## src/include/mmsl_pkg.sv

```systemverilog
// mmsl_pkg: shared types, register map and timing for the sync link
// assumes a 125 MHz core clock and a 48 MHz local reference
package mmsl_pkg;
  // ==========================================================
  // modes, states and carriers
  typedef enum logic [1:0] {
    MMSL_NONE = 2'b00, MMSL_MASTER = 2'b01, MMSL_SLAVE = 2'b10
  } mmsl_mode_t;
  typedef enum logic [2:0] {
    S_IDLE = 3'b000, S_ARMED = 3'b001, S_RUN = 3'b010,
    S_POST = 3'b011, S_STOPW = 3'b100
  } mmsl_state_t;
  typedef struct packed {
    mmsl_mode_t mode;
    logic arm;
    logic stop;
    logic ref_en;
    logic [15:0] div;
    logic [15:0] post;
  } mmsl_ctl_t;
  typedef struct packed {
    mmsl_state_t state;
    logic sample;
    logic started;
    logic done;
  } mmsl_sts_t;
  // ==========================================================
  // register offsets (byte addresses)
  localparam logic [7:0] OFF_CTRL = 8'h00;
  localparam logic [7:0] OFF_CMD = 8'h04;
  localparam logic [7:0] OFF_STATUS = 8'h08;
  localparam logic [7:0] OFF_IRQ_STAT = 8'h0c;
  localparam logic [7:0] OFF_IRQ_MASK = 8'h10;
  localparam logic [7:0] OFF_AI_DIV = 8'h14;
  localparam logic [7:0] OFF_AO_DIV = 8'h18;
  localparam logic [7:0] OFF_AI_POST = 8'h1c;
  localparam logic [7:0] OFF_AO_POST = 8'h20;
  // ==========================================================
  // field positions and reset values
  localparam int CF_AI_MODE = 0, CF_AO_MODE = 2, CF_AI_SRC = 4;
  localparam int CF_AO_SRC = 6, CF_AI_REF_EN = 8, CF_AI_REF_SRC = 9;
  localparam int CMD_AI_ARM = 0, CMD_AI_SW = 1, CMD_AI_STOP = 2;
  localparam int CMD_AO_ARM = 4, CMD_AO_SW = 5, CMD_AO_STOP = 6;
  localparam int CMD_ABORT_OFS = 1;
  localparam int IRQ_W = 5;
  localparam int IB_AI_START = 0, IB_AI_DONE = 1, IB_AO_START = 2;
  localparam int IB_AO_DONE = 3, IB_MODE_ERR = 4;
  localparam logic [9:0] CTRL_RST = 10'h000;
  localparam logic [15:0] DIV_RST = 16'h0000;
  localparam logic [15:0] POST_RST = 16'h0001;
  localparam logic [IRQ_W-1:0] IRQ_RST = 5'h00;
  // ==========================================================
  // timing
  localparam logic [7:0] REF_MHZ = 8'h30;
  localparam logic [7:0] CORE_MHZ = 8'h7d;
  localparam logic [3:0] LINK_HALF = 4'h2;
  localparam logic [2:0] TRIG_HOLD = 3'h4;
  localparam longint STOP_WAIT_S = 20;
  localparam longint CORE_HZ = 125000000;
  localparam longint STOP_WAIT_CYC = STOP_WAIT_S * CORE_HZ;
endpackage

```

## src/rtl/mmsl_sync.sv

```systemverilog
// mmsl_sync: two-flop synchroniser with rising edge detect
// assumes asynchronous inputs, one core clock
`timescale 1ns/100ps
`default_nettype none
module mmsl_sync
  import mmsl_pkg::*;
#(
  parameter int W = 4
) (
  // clock and reset
  input wire logic core_clk,
  input wire logic rst_b,
  // async inputs and synced outputs
  input wire logic [W-1:0] d,
  output logic [W-1:0] lvl,
  output logic [W-1:0] rise
);
  // ==========================================================
  // stages: first stage read only by second
  logic [W-1:0] s1; // metastable catch
  logic [W-1:0] s2; // synced level
  logic [W-1:0] s3; // delayed for edge
  // shift chain
  always_ff @(posedge core_clk or negedge rst_b) begin
    if (!rst_b) begin
      s1 <= '0;
      s2 <= '0;
      s3 <= '0;
    end else begin
      s1 <= d;
      s2 <= s1;
      s3 <= s2;
    end
  end
  assign lvl = s2;
  assign rise = s2 & ~s3;
endmodule // mmsl_sync
`default_nettype wire

```

## src/rtl/mmsl_sub.sv

```systemverilog
// mmsl_sub: one subsystem's arm/run/post engine and sample pacer
// assumes go/ref_trig/base_tick are one-cycle core-clock pulses
`timescale 1ns/100ps
`default_nettype none
module mmsl_sub
  import mmsl_pkg::*;
(
  // clock and reset
  input wire logic core_clk,
  input wire logic rst_b,
  // control and events
  input wire mmsl_ctl_t ctl,
  input wire logic go,
  input wire logic ref_trig,
  input wire logic base_tick,
  input wire logic [31:0] stop_wait,
  // status
  output mmsl_sts_t sts
);
  // ==========================================================
  // state
  mmsl_state_t state, next_state;
  logic [15:0] pace; // pacer count
  logic [15:0] left; // post scans left
  logic [31:0] wait_cnt; // stuck-stop timer
  logic sample, started, done;
  wire logic in_run = (state == S_RUN) || (state == S_POST);
  wire logic hit = base_tick && (pace == ctl.div);
  wire logic slave = (ctl.mode == MMSL_SLAVE);
  wire logic take_ref = (state == S_RUN) && ctl.ref_en && ref_trig;
  // next state
  always_comb begin
    next_state = state;
    case (state)
      S_IDLE: if (ctl.arm) next_state = S_ARMED;
      S_ARMED: begin
        // waits silently until trigger arrives
        if (ctl.stop) next_state = slave ? S_STOPW : S_IDLE;
        else if (go) next_state = S_RUN;
      end
      S_RUN: begin
        // only own stop ends a run
        if (ctl.stop) next_state = S_IDLE;
        else if (take_ref) next_state = S_POST;
      end
      S_POST: begin
        if (ctl.stop) next_state = S_IDLE;
        else if (hit && left == 16'h0001) next_state = S_IDLE;
      end
      S_STOPW: if (wait_cnt >= stop_wait) next_state = S_IDLE;
      default: next_state = S_IDLE;
    endcase
  end
  // state, pacer and counters
  always_ff @(posedge core_clk or negedge rst_b) begin
    if (!rst_b) begin
      state <= S_IDLE;
      pace <= 16'h0000;
      left <= 16'h0000;
      wait_cnt <= 32'h0000_0000;
      sample <= 1'b0;
      started <= 1'b0;
      done <= 1'b0;
    end else begin
      state <= next_state;
      // pacer held clear until run starts: fixed phase per run
      if (!in_run) pace <= 16'h0000;
      else if (hit) pace <= 16'h0000;
      else if (base_tick) pace <= pace + 16'h0001;
      if (take_ref) left <= ctl.post;
      else if (state == S_POST && hit) left <= left - 16'h0001;
      wait_cnt <= (state == S_STOPW) ? wait_cnt + 32'h1 : 32'h0;
      sample <= in_run && hit;
      started <= (state == S_ARMED) && go && !ctl.stop;
      done <= (state == S_POST) && (next_state == S_IDLE) && !ctl.stop;
    end
  end
  assign sts = '{state: state, sample: sample, started: started, done: done};
endmodule // mmsl_sub
`default_nettype wire

```

## src/rtl/mmsl_top.sv

```systemverilog
// mmsl_top: multi-module sync link, register port, interrupt
// assumes link pins asynchronous, threshold trigger on core clock
`timescale 1ns/100ps
`default_nettype none
module mmsl_top
  import mmsl_pkg::*;
#(
  parameter logic [31:0] STOP_WAIT = 32'(STOP_WAIT_CYC)
) (
  // clock and reset
  input wire logic core_clk,
  input wire logic rst_b,
  // register port
  input wire logic [7:0] addr,
  input wire logic [31:0] wr_data,
  input wire logic wr_en,
  input wire logic rd_en,
  output logic [31:0] rd_data,
  // local trigger sources
  input wire logic ext_trig,
  input wire logic thr_trig,
  // input link clock pin
  input wire logic ain_clk_in,
  output logic ain_clk_out,
  output logic ain_clk_oe_b,
  // input link trigger pin
  input wire logic ain_trig_in,
  output logic ain_trig_out,
  output logic ain_trig_oe_b,
  // output_sync_connector trigger pin
  input wire logic output_sync_trig_in,
  output logic output_sync_trig_out,
  output logic output_sync_trig_oe_b,
  // converter pacing
  output logic ai_sample,
  output logic ao_sample,
  // interrupt
  output logic irq
);
  // ==========================================================
  // helpers
  // start source select: 0 software, 1 external, 2 threshold
  function automatic logic pick(input logic [1:0] src,
                                input logic sw, input logic ext,
                                input logic thr);
    pick = (src == 2'b00) ? sw : (src == 2'b01) ? ext :
           (src == 2'b10) ? thr : 1'b0;
  endfunction
  // one subsystem master, the other slave
  function automatic logic clash(input logic [9:0] c);
    logic [1:0] a;
    logic [1:0] o;
    a = c[CF_AI_MODE +: 2];
    o = c[CF_AO_MODE +: 2];
    clash = (a == MMSL_MASTER && o == MMSL_SLAVE) ||
            (a == MMSL_SLAVE && o == MMSL_MASTER);
  endfunction
  // ==========================================================
  // registers
  logic [9:0] ctrl; // modes and sources
  logic [IRQ_W-1:0] irq_stat; // sticky events
  logic [IRQ_W-1:0] irq_mask; // enables
  logic [15:0] ai_div, ao_div; // pacer divide minus one
  logic [15:0] ai_post, ao_post; // post scan counts
  // ==========================================================
  // address decode
  wire logic sel_ctrl = addr == OFF_CTRL;
  wire logic sel_cmd = addr == OFF_CMD;
  wire logic sel_stat = addr == OFF_STATUS;
  wire logic sel_istat = addr == OFF_IRQ_STAT;
  wire logic sel_imask = addr == OFF_IRQ_MASK;
  wire logic sel_aid = addr == OFF_AI_DIV;
  wire logic sel_aod = addr == OFF_AO_DIV;
  wire logic sel_aip = addr == OFF_AI_POST;
  wire logic sel_aop = addr == OFF_AO_POST;
  wire logic wr_ctrl = wr_en && sel_ctrl;
  wire logic [7:0] cmd = (wr_en && sel_cmd) ? wr_data[7:0] : 8'h00;
  // conflicting mode write is refused
  wire logic bad_mode = wr_ctrl && clash(wr_data[9:0]);
  // ==========================================================
  // decoded control fields
  wire mmsl_mode_t ai_mode = mmsl_mode_t'(ctrl[CF_AI_MODE +: 2]);
  wire mmsl_mode_t ao_mode = mmsl_mode_t'(ctrl[CF_AO_MODE +: 2]);
  wire logic ai_master = ai_mode == MMSL_MASTER;
  wire logic ai_slave = ai_mode == MMSL_SLAVE;
  wire logic ao_master = ao_mode == MMSL_MASTER;
  wire logic ao_slave = ao_mode == MMSL_SLAVE;
  wire logic ai_ref_en = ctrl[CF_AI_REF_EN];
  wire logic ai_abort = cmd[CMD_AI_STOP + CMD_ABORT_OFS];
  wire logic ao_abort = cmd[CMD_AO_STOP + CMD_ABORT_OFS];
  // ==========================================================
  // pin synchronisers
  logic [3:0] pin_lvl; // synced levels
  logic [3:0] pin_rise; // synced rising edges
  mmsl_sync #(.W(4)) u_sync (
    .core_clk(core_clk),
    .rst_b(rst_b),
    .d({ext_trig, output_sync_trig_in, ain_trig_in, ain_clk_in}),
    .lvl(pin_lvl),
    .rise(pin_rise)
  );
  wire logic link_clk_rise = pin_rise[0];
  wire logic link_trig_rise = pin_rise[1];
  wire logic osync_rise = pin_rise[2];
  wire logic ext_rise = pin_rise[3];
  // threshold trigger is on-domain: edge only
  logic thr_q;
  wire logic thr_rise = thr_trig && !thr_q;
  // ==========================================================
  // local 48 MHz reference by phase accumulator
  logic [7:0] acc; // phase in core cycles
  logic [3:0] hcnt; // ref ticks per half link period
  logic lclk; // local link clock level
  wire logic [7:0] acc_sum = acc + REF_MHZ;
  wire logic ref_tick = acc_sum >= CORE_MHZ;
  wire logic half_end = ref_tick && (hcnt == LINK_HALF - 4'h1);
  wire logic local_base = half_end && !lclk;
  // reference generator
  always_ff @(posedge core_clk or negedge rst_b) begin
    if (!rst_b) begin
      acc <= 8'h00;
      hcnt <= 4'h0;
      lclk <= 1'b0;
      thr_q <= 1'b0;
    end else begin
      acc <= ref_tick ? acc_sum - CORE_MHZ : acc_sum;
      if (half_end) hcnt <= 4'h0;
      else if (ref_tick) hcnt <= hcnt + 4'h1;
      if (half_end) lclk <= !lclk;
      thr_q <= thr_trig;
    end
  end
  // ==========================================================
  // timebase per subsystem
  // slaves follow link clock, none and master the local one
  wire logic ai_base = ai_slave ? link_clk_rise : local_base;
  // output slave takes clock from input link, not its own line; none and master the local one
  wire logic ao_base = ao_slave ? link_clk_rise : local_base;
  // ==========================================================
  // triggers
  // slave starts only from the link trigger
  wire logic ai_go = ai_slave ? link_trig_rise :
    pick(ctrl[CF_AI_SRC +: 2], cmd[CMD_AI_SW], ext_rise, thr_rise);
  // slave reference also from link
  wire logic ai_ref = ai_slave ? link_trig_rise :
    (ctrl[CF_AI_REF_SRC] ? thr_rise : ext_rise);
  wire logic ao_go = ao_slave ? osync_rise :
    pick(ctrl[CF_AO_SRC +: 2], cmd[CMD_AO_SW], ext_rise, thr_rise);
  // ==========================================================
  // subsystem engines
  mmsl_sts_t ai_sts, ao_sts;
  wire mmsl_ctl_t ai_ctl = '{mode: ai_mode, arm: cmd[CMD_AI_ARM],
    stop: cmd[CMD_AI_STOP] | ai_abort, ref_en: ai_ref_en,
    div: ai_div, post: ai_post};
  wire mmsl_ctl_t ao_ctl = '{mode: ao_mode, arm: cmd[CMD_AO_ARM],
    stop: cmd[CMD_AO_STOP] | ao_abort, ref_en: 1'b0,
    div: ao_div, post: ao_post};
  mmsl_sub u_ai (
    .core_clk(core_clk),
    .rst_b(rst_b),
    .ctl(ai_ctl),
    .go(ai_go),
    .ref_trig(ai_ref),
    .base_tick(ai_base),
    .stop_wait(STOP_WAIT),
    .sts(ai_sts)
  );
  mmsl_sub u_ao (
    .core_clk(core_clk),
    .rst_b(rst_b),
    .ctl(ao_ctl),
    .go(ao_go),
    .ref_trig(1'b0),
    .base_tick(ao_base),
    .stop_wait(STOP_WAIT),
    .sts(ao_sts)
  );
  assign ai_sample = ai_sts.sample;
  assign ao_sample = ao_sts.sample;
  // ==========================================================
  // masters relay start onto their link; input master also relays reference
  logic ai_ref_seen; // reference accepted last cycle
  wire logic ai_take = ai_sts.state == S_RUN && ai_ref_en && ai_ref;
  logic [2:0] ai_hold, ao_hold; // pulse stretch counters
  wire logic ai_pulse = ai_master && (ai_sts.started || ai_ref_seen);
  wire logic ao_pulse = ao_master && ao_sts.started;
  // link drivers: only a master ever drives
  always_ff @(posedge core_clk or negedge rst_b) begin
    if (!rst_b) begin
      ai_ref_seen <= 1'b0;
      ai_hold <= 3'h0;
      ao_hold <= 3'h0;
      ain_clk_out <= 1'b0;
      ain_clk_oe_b <= 1'b1;
      ain_trig_out <= 1'b0;
      ain_trig_oe_b <= 1'b1;
      output_sync_trig_out <= 1'b0;
      output_sync_trig_oe_b <= 1'b1;
    end else begin
      ai_ref_seen <= ai_take && !ai_ctl.stop;
      ai_hold <= ai_pulse ? TRIG_HOLD : ai_hold - 3'(ai_hold != 3'h0);
      ao_hold <= ao_pulse ? TRIG_HOLD : ao_hold - 3'(ao_hold != 3'h0);
      // clock runs free in master mode so slaves keep pacing
      ain_clk_out <= lclk;
      ain_clk_oe_b <= !(ai_master || ao_master);
      ain_trig_out <= ai_hold != 3'h0;
      ain_trig_oe_b <= !ai_master;
      output_sync_trig_out <= ao_hold != 3'h0;
      output_sync_trig_oe_b <= !ao_master;
    end
  end
  // ==========================================================
  // interrupt events
  wire logic [IRQ_W-1:0] ev = {bad_mode, ao_sts.done, ao_sts.started,
                               ai_sts.done, ai_sts.started};
  wire logic [IRQ_W-1:0] w1c = (wr_en && sel_istat) ?
                               wr_data[IRQ_W-1:0] : '0;
  // ==========================================================
  // register writes
  always_ff @(posedge core_clk or negedge rst_b) begin
    if (!rst_b) begin
      ctrl <= CTRL_RST;
      irq_stat <= IRQ_RST;
      irq_mask <= IRQ_RST;
      ai_div <= DIV_RST;
      ao_div <= DIV_RST;
      ai_post <= POST_RST;
      ao_post <= POST_RST;
      irq <= 1'b0;
    end else begin
      // mode changes only on accepted write
      if (wr_ctrl && !bad_mode) ctrl <= wr_data[9:0];
      // set beats clear
      irq_stat <= (irq_stat & ~w1c) | ev;
      if (wr_en && sel_imask) irq_mask <= wr_data[IRQ_W-1:0];
      if (wr_en && sel_aid) ai_div <= wr_data[15:0];
      if (wr_en && sel_aod) ao_div <= wr_data[15:0];
      if (wr_en && sel_aip) ai_post <= wr_data[15:0];
      if (wr_en && sel_aop) ao_post <= wr_data[15:0];
      irq <= |(irq_stat & irq_mask);
    end
  end
  // ==========================================================
  // read mux
  wire logic [31:0] status_w = {24'h000000, pin_lvl[1], pin_lvl[0],
                                ao_sts.state, ai_sts.state};
  wire logic [31:0] rd_mux =
      ({32{sel_ctrl}} & {22'h000000, ctrl}) |
      ({32{sel_stat}} & status_w) |
      ({32{sel_istat}} & {27'h0000000, irq_stat}) |
      ({32{sel_imask}} & {27'h0000000, irq_mask}) |
      ({32{sel_aid}} & {16'h0000, ai_div}) |
      ({32{sel_aod}} & {16'h0000, ao_div}) |
      ({32{sel_aip}} & {16'h0000, ai_post}) |
      ({32{sel_aop}} & {16'h0000, ao_post});
  // read data one cycle after strobe, zero otherwise
  always_ff @(posedge core_clk or negedge rst_b) begin
    if (!rst_b) rd_data <= 32'h0000_0000;
    else rd_data <= rd_en ? rd_mux : 32'h0000_0000;
  end
endmodule // mmsl_top
`default_nettype wire

```

## config.mk

```make
export PLATFORM = sky130hd
export DESIGN_NAME = mmsl_top
export DESIGN_NICKNAME = d
export VERILOG_FILES = /design/src/include/mmsl_pkg.sv /design/src/rtl/mmsl_sync.sv /design/src/rtl/mmsl_sub.sv /design/src/rtl/mmsl_top.sv
export SDC_FILE = /design/constraint.sdc
export NUM_CORES = 1
export LEC_CHECK = 0
export BUFFER_PORTS_ARGS = -buffer_cell sky130_fd_sc_hd__buf_2
export CAP_MARGIN = 5
export CORE_ASPECT_RATIO = 0.5
export CORE_UTILIZATION = 45
export DETAILED_ROUTE_END_ITERATION = 16
export PLACE_DENSITY = 0.7
export RECOVER_POWER = 50
export SYNTH_ARGS = -nofsm -noshare
export SYNTH_HDL_FRONTEND = slang
export SYNTH_SLANG_ARGS = --single-unit
```

## constraint.sdc

```tcl
create_clock -name core_clk -period 4 [get_ports core_clk]
set_input_delay 0.8 -clock core_clk [delete_from_list [all_inputs] [get_ports core_clk]]
set_output_delay 0.8 -clock core_clk [all_outputs]
set_load 0.01 [all_outputs]
```

Word-level counts from Yosys, hierarchy flattened
Cells that the tools add are included. W data, S select, Z words.

Shift-type cells: 0. Equal/unequal tests: 35. Bitwise gates (word level): 23. Div/mod/pow operators: 0. Magnitude comparators: 3. Muxes and demuxes: 49. Reductions and logical operators: 61. Multiply operators: 0. Add/subtract/negate cells: 11.

Operators by type and width (count): $or A32 B32 Y32 (7); $and A32 B16 Y32 (4); $mux W16 (8); $mux W32 (3); $add A32 B1 Y32 const B (2); $and A32 B5 Y32 (2); $ge A32 B32 Y1 const B (2); $mux W3 (19); $logic_and A1 B1 Y1 (36); $add A16 B1 Y16 const B (2); $and A32 B10 Y32 (1); $and A32 B8 Y32 (1); $eq A16 B1 Y1 const B (2); $eq A16 B16 Y1 (2); $eq A8 B5 Y1 const B (4); $sub A16 B1 Y16 const B (2); $pmux W3 S5 (2); $eq A8 B4 Y1 const B (2); $mux W8 (2); $eq A2 B1 Y1 const B (6); $eq A2 B2 Y1 const B (6); $eq A3 B2 Y1 const B (4); $logic_not A3 Y1 (4); $mux W1 (12); 26 further kinds (47).

Bits in latches: 0. Register bits: 296. Bits in read-only memories: 0. Memories kept: 0. Output and inout port bits: 41. RAM bits: 0. Bits of input ports: 49.

Longest topological paths before layout
Gate-level depths: netlist of run 1.

Depth in word-level cells: 13. Mapped depth: 10. Mapped depth without buffers: 8.

Cells and area by module
From an unflattened synthesis of run 1, not the netlist that was laid out.

Cells, all modules: 1567. Area total of the unflattened synthesis: 15835.2 um2.

Modules (own cells, without submodules): mmsl_top (instances 1, cells an instance 531, area each 6387.4 um2); mmsl_sub at u_ao (instances 1, cells an instance 507, area each 4565.6 um2); mmsl_sub at u_ai (instances 1, cells an instance 513, area each 4526.8 um2); mmsl_sync (instances 1, cells an instance 16, area each 355.3 um2).

Worst setup path after synthesis of run 1
Ideal clock, no wire load.

Kind: input to register. Start point: input port addr[5]. End point: register ctrl[4]. Stages on the path: 6. Buffers on the path: 0. Data arrival time: 2.486 ns. Data required time: 3.875 ns. Setup time: 0.125 ns. Slack: 1.389 ns. Cell sequence: nor3_1 -> nand2b_1 -> nor2_1 -> nand2_1 -> nor3_2 -> mux2_2.

Cells in the longest elaborated chain, start to end: 5.

Ends and longest elaborated chain: start, declared (line mmsl_top.sv:14) `input wire logic [7:0] addr,`; $logic_not A8 Y1 * (line mmsl_top.sv:67) `wire logic sel_ctrl = addr == OFF_CTRL;`; $logic_and A1 B1 Y1 * (line mmsl_top.sv:76) `wire logic wr_ctrl = wr_en && sel_ctrl;`; $logic_and A1 B1 Y1 (line mmsl_top.sv:79) `wire logic bad_mode = wr_ctrl && clash(wr_data[9:0]);`; $logic_not A1 Y1 (line mmsl_top.sv:232) `if (wr_ctrl && !bad_mode) ctrl <= wr_data[9:0];`; $logic_and A1 B1 Y1 * (line mmsl_top.sv:232); end signal, assigned (line mmsl_top.sv:232); end, declared (line mmsl_top.sv:60) `logic [9:0] ctrl;`.

Mark *: on every way between the ends. The rest lies on a longest branch, timed or not. A chain may end at the register's enable or synchronous reset.

Worst setup path after layout of run 1
Start point: register acc[4]. End point: register u_ai.pace[10].

Cells in the longest elaborated chain, start to end: 8.

Ends and longest elaborated chain: start, declared (line mmsl_top.sv:111) `logic [7:0] acc;`; start signal, assigned (line mmsl_top.sv:126) `acc <= ref_tick ? acc_sum - CORE_MHZ : acc_sum;`; $add A8 B6 Y8 * (line mmsl_top.sv:114) `wire logic [7:0] acc_sum = acc + REF_MHZ;`; $ge A8 B7 Y1 * (line mmsl_top.sv:115) `wire logic ref_tick = acc_sum >= CORE_MHZ;`; $logic_and A1 B1 Y1 * (line mmsl_top.sv:116) `wire logic half_end = ref_tick && (hcnt == LINK_HALF - 4'h1);`; $logic_and A1 B1 Y1 * (line mmsl_top.sv:117) `wire logic local_base = half_end && !lclk;`; $mux W1 * (line mmsl_top.sv:136) `wire logic ai_base = ai_slave ? link_clk_rise : local_base;`; $logic_and A1 B1 Y1 (line mmsl_sub.sv:28) `wire logic hit = base_tick && (pace == ctl.div);`; $mux W16 (line mmsl_sub.sv:68) `else if (hit) pace <= 16'h0000;`; $mux W16 (line mmsl_sub.sv:67) `if (!in_run) pace <= 16'h0000;`; end signal, assigned (line mmsl_sub.sv:69) `else if (base_tick) pace <= pace + 16'h0001;`; end, declared (line mmsl_sub.sv:23) `logic [15:0] pace;`.

Marked as above.

==> flow_metrics.tcl, run 1 <==
set metrics [dict create \
    status "finished, violations left" \
    violations "max-capacitance violations, max-slew violations" \
    critPathKind "reg2reg" \
    die_area_um2 31200 \
    syn_area_per_cell_um2 10.6 \
    cp.arrival_ns 3.66 \
    multiInputGateArea_um2 6290 \
    ys_seq_area_frac 0.512 \
    core-area_um2 29500 \
    vias 10200 \
    yosys.area.top_type "dfrtp_1" \
    htree_num_levels 1 \
    cts_tree "done" \
    dieWidth_um 249 \
    max_freq_mhz 311 \
    required_ns 4.45 \
    drt_iter0_drc 928 \
    routed_wl_um 33500 \
    cts_made_buffers 26 \
    cts_buffer_depth 3 \
    cts.hold.buffers_added 0 \
    overflow 0 \
    slew_headroom -0.637 \
    yosys_warnings 0 \
    drive_above_1_share 0.164 \
    synth_top_area_frac 0.502 \
    cts_setup_buffers 0 \
    wire_per_inst_um 19.0 \
    cap_violations 1 \
    grt_max_degree 97 \
    cp_max_fo 18 \
    grtUsageTotal 0.216 \
    vias_per_cell 5.81 \
    initial_core_util 0.465 \
    worst_ir_drop_vdd_v 0.000295 \
    std_cell_rows 44 \
    synthCells 1298 \
    place_congestion 0.942 \
    drc 0 \
    fin_crit_sh 0.803 \
    io_pins 90 \
    root_buffer "clkbuf_16" \
    clk_pin_slew_ns 0.07 \
    end_kind "flop" \
    final-hold-violation-count 0 \
    skew_ns 0.0105 \
    grt_setup_unrepaired "false" \
    worst_path_largest_cell_delay_ns 0.56 \
    die_y_um 125 \
    drtAntennaViolNets 0 \
    grt_pass1_vias 10100 \
    start_kind "flop" \
    n_antenna_cell 0 \
    dp_hpwl_um 22900 \
    cp_slowest_cell "and3_1" \
    synth_edf_count 0 \
    tns_ns 0 \
    layout_commonest_cell "dfrtp_1" \
    final_cell_mix "275 x dfrtp_1, 117 x nor2_1, 93 x nand2_1, 83 x mux2_2, 80 x xor2_1" \
    cts_resized 0 \
    firstDrtPassIters 8 \
    crit_chain "inv_1 -> ha_1 -> o21ba_2 -> nor3_1 -> nand3_2 -> and3_1 -> or4_1 -> a21oi_1" \
    async_flop_share 1.00 \
    final-max-slew-violation-count 95 \
    setup_viol 0 \
    total_power_mw 6.55 \
    hold_class "reg2reg" \
    crit_buf_inv 1 \
    syn_area_um2 13700 \
    synthFlopType "dfrtp_1" \
    seq_area_um2 7010 \
    clk_latency_ns 0.54 \
    grt_pass1_wl_um 54200 \
    netlist_top_cells_area "dfrtp_1 50%, mux2_2 6.8%, xor2_1 5.1%" \
    finalNetCount 1419 \
    clock-sinks 280 \
    area_growth_syn_to_layout_pct 11.5 \
    period_needed_ns 3.21 \
    fillerInstances 2545 \
    synth_seq_cells 280 \
    critical-path-top-delay-family "simple AND/OR/NAND/NOR gates" \
    worst_pin_slew_ns 2.46 \
    leakagePower_nw 6.84 \
    synthDistinctLibCells 70 \
    antenna_found_initial 0 \
    io_buffers 57 \
    powerDensity_nw_per_um2 428 \
]
-- state kept, by name, summed over array words and instances, names as in the netlist, 5 cells and up --
signal	count
ctrl	10
ai_div	16
ai_post	16
u_ao.pace	16
irq_stat	5
u_ao.left	16
u_ao.wait_cnt	32
u_ai.wait_cnt	32
rd_data	16
u_ai.pace	16
acc	8
irq_mask	5
ao_div	16
ao_post	16
u_ai.left	16
-- synthesized netlist by cell type, types with 16 or more instances --
cell type and instances:
a21oi_1 59, a222oi_1 19, and3_1 23, buf_4 16, clkbuf_1 43, dfrtp_1 275, ha_1 20, inv_1 40
mux2_2 83, nand2_1 93, nand3_1 59, nand4_1 26, nor2_1 117, nor3_1 27, nor4_1 21, o21ai_0 28
o31ai_1 16, or3_1 22, or4_1 17, xnor2_1 42, xor2_1 80
-- cell type report --
class / instances / share of cell area
Sequential cell: 280 / 0.459
Multi-Input combinational cell: 929 / 0.412
Timing Repair Buffer: 73 / 0.0278
Clock inverter: 12 / 0.0107
Tap cell: 391 / 0.0320
Inverter: 40 / 0.00982
Clock buffer: 36 / 0.0490
-- cells by family (layout without fill, tap and decap cells) --
family,after synthesis,in the layout,share of synthesized area
buf+inv,104,161,0.0331
compound gates,209,209,0.106
simple gates,469,469,0.177
fa+ha+maj,20,20,0.0183
other cells,1,16,0.000274
mux,93,93,0.0755
flops,280,280,0.512
xor+xnor,122,122,0.0780
-- worst paths after layout --
path,start,to,slack [ns],cells past startpoint
setup / recovery,acc[4]$_DFF_PN0_,u_ai.pace[10]$_DFFE_PN0P_,0.79,8
hold / removal,u_sync.s1[0]$_DFF_PN0_,u_sync.lvl[0]$_DFF_PN0_,0.35,0
setup reg to reg,acc[4]$_DFF_PN0_,u_ai.pace[10]$_DFFE_PN0P_,0.79,8
hold reg to reg,u_sync.s1[0]$_DFF_PN0_,u_sync.lvl[0]$_DFF_PN0_,0.35,0
max in group asynchronous,rst_b,output_sync_trig_out$_DFF_PN0_,1.19,2
min in group asynchronous,rst_b,u_ao.wait_cnt[14]$_DFF_PN0_,0.99,1
-- stage by stage --
stage	setup WS [ns]	area, um^2	std cells	utilization	hold WS [ns]
4_1_cts	0.821	15300	1761	0.519	0.304
3_3_place_gp	0.814	14400	1713	0.488	0.337
2_1_floorplan	1.39	13800	1313	-	0.331
3_5_place_dp	0.752	14400	1713	0.488	0.338
5_1_grt	0.633	15300	1761	0.519	0.341
6_report	0.788	15300	1761	0.519	0.349
-- worst reg2reg max path: cells and delay by family (launching register included) --
kind | cells | cell delay, ns
flops | 1 | 0.45
fa+ha+maj | 1 | 0.21
simple gates | 4 | 2.00
compound gates | 2 | 0.34
buf+inv | 1 | 0.12
-- layer usage --
metal / part of all wire / vias to the layer above / global-route usage
li1: - / 4748 / -
met1: 0.45 / 5145 / 0.295
met2: 0.46 / 278 / 0.352
met3: 0.057 / 65 / 0.0406
met4: 0.027 / 0 / 0.0566
met5: 0 / - / 0
-- report_power, final --
group / switching (mW) / internal [mW]
Combinational: 0.467 / 0.268
Clock: 1.10 / 1.57
Sequential: 0.159 / 2.99
Total: 1.72 / 4.82
(Power assumes the default switching activity.)
==> inputs of run 2 (changes only) <==
Settings changed: ABC_AREA set to 1, PLACE_DENSITY 0.7 to 0.72.
Clock period 4 ns to 2.72 ns, I/O delays scaled along.
==> flow_metrics.tcl, run 2 <==
set metrics [dict create \
    status "finished, violations left" \
    violations "design-rule violations, max-capacitance violations, max-slew violations" \
    netlist_top_cells_area "dfrtp_1 46%, nand2_1 12%, inv_1 6.3%" \
    antenna_found_initial 0 \
    cts_setup_buffers 0 \
    dp_hpwl_um 27600 \
    multiInputGateArea_um2 6720 \
    synthDistinctLibCells 50 \
    synth_edf_count 0 \
    intPower_mw 7.25 \
    final-hold-violation-count 0 \
    synthCells 1921 \
    share_comb_of_total_power 0.074 \
    cts_made_buffers 28 \
    place_congestion 0.931 \
    die_y_um 131 \
    seq_area_um2 7010 \
    drive_above_1_share 0.0870 \
    leakagePower_nw 7.71 \
    top_regs "u_ai.wait_cnt (32), u_ao.wait_cnt (32)" \
    initial_core_util 0.466 \
    core-area_um2 32300 \
    finalNetCount 2058 \
    syn_area_um2 15100 \
    final_util 0.523 \
    overflow 0 \
    final-max-slew-violation-count 74 \
    n_antenna_cell 0 \
    yosys_warnings 0 \
    max_freq_mhz 445 \
    wire_per_inst_um 15.3 \
    final_cell_mix "462 x nand2_1, 275 x dfrtp_1, 252 x inv_1, 172 x nor2_1, 165 x o21ai_0" \
    grt_pass1_vias 12100 \
    drt_iter0_drc 1146 \
    drc 4 \
    p_sw_mw 2.28 \
    root_buffer "clkbuf_16" \
    setup_viol 0 \
    drtAntennaViolNets 0 \
    synth_common_cells "462 x nand2_1, 275 x dfrtp_1, 252 x inv_1" \
    grtUsageTotal 0.224 \
    grt_max_degree 77 \
    synth_seq_cells 280 \
    powerDensity_nw_per_um2 564 \
    layout_commonest_cell "nand2_1" \
    cts_resized 0 \
    synth_top_area_frac 0.457 \
    async_flop_share 1.00 \
    cts_buffer_depth 3 \
    start_kind "input port" \
    syn_area_per_cell_um2 7.83 \
    cap_violations 1 \
    fin_crit_sh 0.826 \
    worst_pin_slew_ns 1.86 \
    fillerInstances 2971 \
    clock-sinks 280 \
    grt_setup_unrepaired "false" \
    routed_wl_um 37500 \
    critPathKind "in2async" \
    vias_per_cell 5.25 \
    clk_latency_ns 0.56 \
    skew_ns 0.0114 \
    tns_ns 0 \
    worst_ir_drop_vdd_v 0.000363 \
    clk_pin_slew_ns 0.07 \
    yosys.area.top_type "dfrtp_1" \
    cp_max_fo 76 \
    hold_class "in2reg" \
    cts_tree "done" \
    firstDrtPassIters 14 \
    ys_seq_area_frac 0.466 \
    end_kind "asynchronous set/reset pin" \
    yosysMostFrequentCell "nand2_1" \
    switching_share 0.240 \
    cp.arrival_ns 2.92 \
    vias 12800 \
    period_needed_ns 2.25 \
    required_ns 3.40 \
    io_pins 90 \
    area_growth_syn_to_layout_pct 12.2 \
    seqPwrFrac 0.461 \
    clkPwrFrac 0.465 \
    synthFlopType "dfrtp_1" \
    std_cell_rows 46 \
    io_buffers 57 \
    dieWidth_um 261 \
    cts.hold.buffers_added 1 \
    slew_headroom -0.240 \
    grt_pass1_wl_um 62500 \
    htree_num_levels 1 \
    die_area_um2 34200 \
]
-- run 2: changes by cell type in the layout (fill, tap and decap cells not counted), moves of 23 or more --
cell and delta:
nand2_1 +369, inv_1 +212, o21ai_0 +137, mux2_2 -83, nor2_1 +55, nor3_1 +48
nand4_1 +39, nand3_1 +30, and3_1 -23, xnor2_1 -23
-- run 2: worst paths after layout --
| kind | startpoint | end | slack [ns] | cells past startpoint |
|---|---|---|---|---|
| setup / recovery | rst_b | ai_post[0]$_DFFE_PN1P_ | 0.47 | 3 |
| hold / removal | ain_clk_in | u_sync.s1[0]$_DFF_PN0_ | 0.09 | 1 |
| min in group asynchronous | rst_b | acc[6]$_DFF_PN0_ | 1.05 | 2 |
| hold reg to reg | u_sync.s1[3]$_DFF_PN0_ | u_sync.lvl[3]$_DFF_PN0_ | 0.35 | 0 |
| setup reg to reg | acc[4]$_DFF_PN0_ | u_ai.left[1]$_DFFE_PN0P_ | 0.54 | 13 |
| max in group core_clk | acc[4]$_DFF_PN0_ | u_ai.left[1]$_DFFE_PN0P_ | 0.54 | 13 |
-- run 2: critical path, cell delays in order --
cell and delay [ns]:
dlygate4sd3_1 0.52, buf_2 1.31, buf_4 0.47
-- run 2: cell families (layout without fill, tap and decap cells) --
group / Yosys count / count (layout) / share of synthesized area
flops: 280 / 280 / 0.466
compound gates: 275 / 275 / 0.0979
fa+ha+maj: 20 / 20 / 0.0166
xor+xnor: 96 / 96 / 0.0559
buf+inv: 328 / 403 / 0.0915
other cells: 1 / 16 / 0.000249
simple gates: 921 / 921 / 0.272
-- run 2: area by class of cell --
cell class                      count  area share
Sequential cell                   280       0.415
Multi-Input combinational cell   1328       0.398
Inverter                          263      0.0586
Clock buffer                       37      0.0489
Timing Repair Buffer               88      0.0330
Tap cell                          432      0.0320
Clock inverter                     15      0.0147
-- run 2: per-layer routing --
metal / track usage / routed length [um] / vias to the layer above
li1: - / - / 6338
met4: 0.0569 / 932 / 0
met3: 0.0334 / 2230 / 70
met5: 0 / 0 / -
met1: 0.324 / 17300 / 6044
met2: 0.351 / 17000 / 366
-- run 2: power by group through the flow --
stage,combinational (mW),clock (mW),sequential (mW)
after floorplan,0.445,0,4.46
after global placement,0.679,0,4.47
after detailed placement,0.699,0,4.47
after CTS,0.713,4.52,4.40
after global routing,0.795,4.67,4.41
final,0.701,4.43,4.40
-- run 2: metrics by stage --
stage          hold WS (ns)  setup slack, ns  cell area, um^2  power, mW  std cells
2_1_floorplan         0.248            0.935            15100       4.90       1936
3_3_place_gp          0.333            0.407            15800       5.15       2390
3_5_place_dp          0.335            0.358            15800       5.17       2390
4_1_cts              0.0685            0.534            16900       9.63       2443
5_1_grt              0.0685            0.150            16900       9.88       2443
6_report             0.0902            0.472            16900       9.53       2443
==> inputs of run 3 (changes only) <==
Settings changed: PLACE_DENSITY 0.72 to 0.7.
Clock period 2.72 ns to 2.3 ns, I/O delays scaled along.
==> flow_metrics.tcl, run 3 (synthesis results as in run 2) <==
set metrics [dict create \
    finalNetCount 2077 \
    die_area_um2 34200 \
    skew_ns 0.0223 \
    min_to "u_ao.state[0]$_DFF_PN0_" \
    clk_latency_ns 0.57 \
    overflow 0 \
    critPathKind "reg2reg" \
    cap_violations 0 \
    ff2ff_path_depth 13 \
    end_kind "flop" \
    r2r-start "acc[4]$_DFF_PN0_" \
    leakagePower_nw 7.79 \
    wire_per_inst_um 15.3 \
    required_ns 2.74 \
    cts_setup_buffers 0 \
    cp_max_fo 12 \
    io_pins 90 \
    crit_buf_inv 3 \
    routed_wl_um 37600 \
    setup_viol 0 \
    core-area_um2 32300 \
    worst_ir_drop_vdd_v 0.000438 \
    max_freq_mhz 482 \
    clk_pin_slew_ns 0.07 \
    dp_slack_ns 0.183 \
    grt_pass1_vias 12100 \
    drtAntennaViolNets 0 \
    drt_iter0_drc 1174 \
    final_cell_mix "461 x nand2_1, 275 x dfrtp_1, 252 x inv_1, 172 x nor2_1, 165 x o21ai_0" \
    vias_per_cell 5.19 \
    crit_chain "inv_2 -> ha_1 -> inv_1 -> nand2_1 -> nand2_2 -> nand3_1 -> nand2_2 -> nand4_4 -> nand2_4 -> nand3_4 -> buf_4 -> nand3_1 -> nand3_1" \
    grt_max_degree 58 \
    htree_num_levels 1 \
    place_congestion 0.939 \
    hold_class "in2reg" \
    antenna_found_initial 0 \
    cp_slowest_cell "dfrtp_1" \
    worst_path_largest_cell_delay_ns 0.39 \
    root_buffer "clkbuf_16" \
    io_buffers 57 \
    fin_crit_sh 0.902 \
    cts_tree "done" \
    vias 12800 \
    worst_pin_slew_ns 1.32 \
    period_needed_ns 2.07 \
    violations "design-rule violations" \
    firstDrtPassIters 12 \
    powerDensity_nw_per_um2 655 \
    critical-path-top-delay-family "simple AND/OR/NAND/NOR gates" \
    tns_ns 0 \
    multiInputGateArea_um2 6720 \
    initial_core_util 0.466 \
    cts_made_buffers 28 \
    status "finished, violations left" \
    dieWidth_um 261 \
    grt_pass1_wl_um 62300 \
    total_power_mw 11.1 \
    final-hold-violation-count 0 \
    final_cell_area_um2 17000 \
    grt_setup_unrepaired "false" \
    hold_start "wr_data[4]" \
    holdPathStages 3 \
    start_kind "flop" \
    post_dp_cell_area_um2 15900 \
    area_growth_syn_to_layout_pct 12.9 \
    fillerInstances 3027 \
    drive_above_1_share 0.0956 \
    rrSetupSlack_ns 0.23 \
    r2r-end "u_ai.left[2]$_DFFE_PN0P_" \
    setup_ws_ns 0.226 \
    clock-sinks 280 \
    final-max-slew-violation-count 0 \
    drc 8 \
    seq_area_um2 7010 \
    top_regs "u_ai.wait_cnt (32), u_ao.wait_cnt (32)" \
    cts_buffer_depth 3 \
    final_util 0.526 \
    cp.arrival_ns 2.51 \
    die_y_um 131 \
    dp_hpwl_um 27500 \
    layout_commonest_cell "nand2_1" \
    slew_headroom 0.121 \
    grtUsageTotal 0.224 \
    crit_path_frequent_cell "nand3_1" \
    std_cell_rows 46 \
]
run 3: cell count changes in the layout (fill, tap and decap cells not counted), moves of 2 or more:
cell,change
buf_12,-2
clkbuf_8,-3
clkbuf_2,+4
buf_4,+12
dlygate4sd3_1,+5
clkinv_2,+5
clkbuf_1,-4
run 3: metrics by stage:
stage	instances	hold WS, ns
floorplan	1936	0.164
global placement	2404	0.335
detailed placement	2404	0.335
CTS	2462	0.172
global route	2462	0.180
finish	2463	0.189
run 3: worst min-delay path, cell delays in order:
cell	delay, ns
buf_2	0.12
nand4_1	0.09
nand2_1	0.05
run 3: how the worst max path moves through the flow:
stage	from	endpoint	slack, ns	cells past startpoint
2_1_floorplan	acc[4]$_DFF_PN0_	u_ai.left[3]$_DFFE_PN0P_	0.51	14
3_3_place_gp	addr[6]	rd_data[9]$_DFF_PN0_	0.19	8
3_5_place_dp	addr[7]	ai_post[4]$_DFFE_PN0P_	0.18	10
4_1_cts	acc[4]$_DFF_PN0_	u_ai.left[7]$_DFFE_PN0P_	0.18	13
5_1_grt	u_ai.wait_cnt[0]$_DFF_PN0_	u_ai.wait_cnt[22]$_DFF_PN0_	0.01	11
6_report	acc[4]$_DFF_PN0_	u_ai.left[2]$_DFFE_PN0P_	0.23	13
run 3: per-layer routing:
layer	routed length [um]	share of wire	vias to the layer above	global-route usage
met2	16900	0.45	336	0.349
li1	-	-	6361	-
met4	687	0.018	0	0.0452
met3	2110	0.056	60	0.0365
met1	18000	0.48	6036	0.327
met5	0	0	-	0
run 3: power breakdown:
part	internal [mW]	leakage, nW	switching [mW]
Combinational	0.277	3.53	0.552
Sequential	5.09	3.75	0.104
Clock	3.05	0.511	2.05
run 3: what timing repair did:
| action | 4_1_cts | 5_1_grt |
|---|---|---|
| hold endpoints to repair | 41 | 0 |
| resized for setup | 0 | 2 |
| setup endpoints to repair | 0 | 26 |
| hold buffers | 6 | 0 |
run 3: final cells by class:
class | count | share of cell area
tap | 432 | 0.0318
antenna | 1 | 0.000147
sequential | 280 | 0.413
clock inverter | 20 | 0.0163
clock buffer | 32 | 0.0445
timing repair buffer | 107 | 0.0406
inverter | 263 | 0.0582
multi-input combinational | 1328 | 0.396
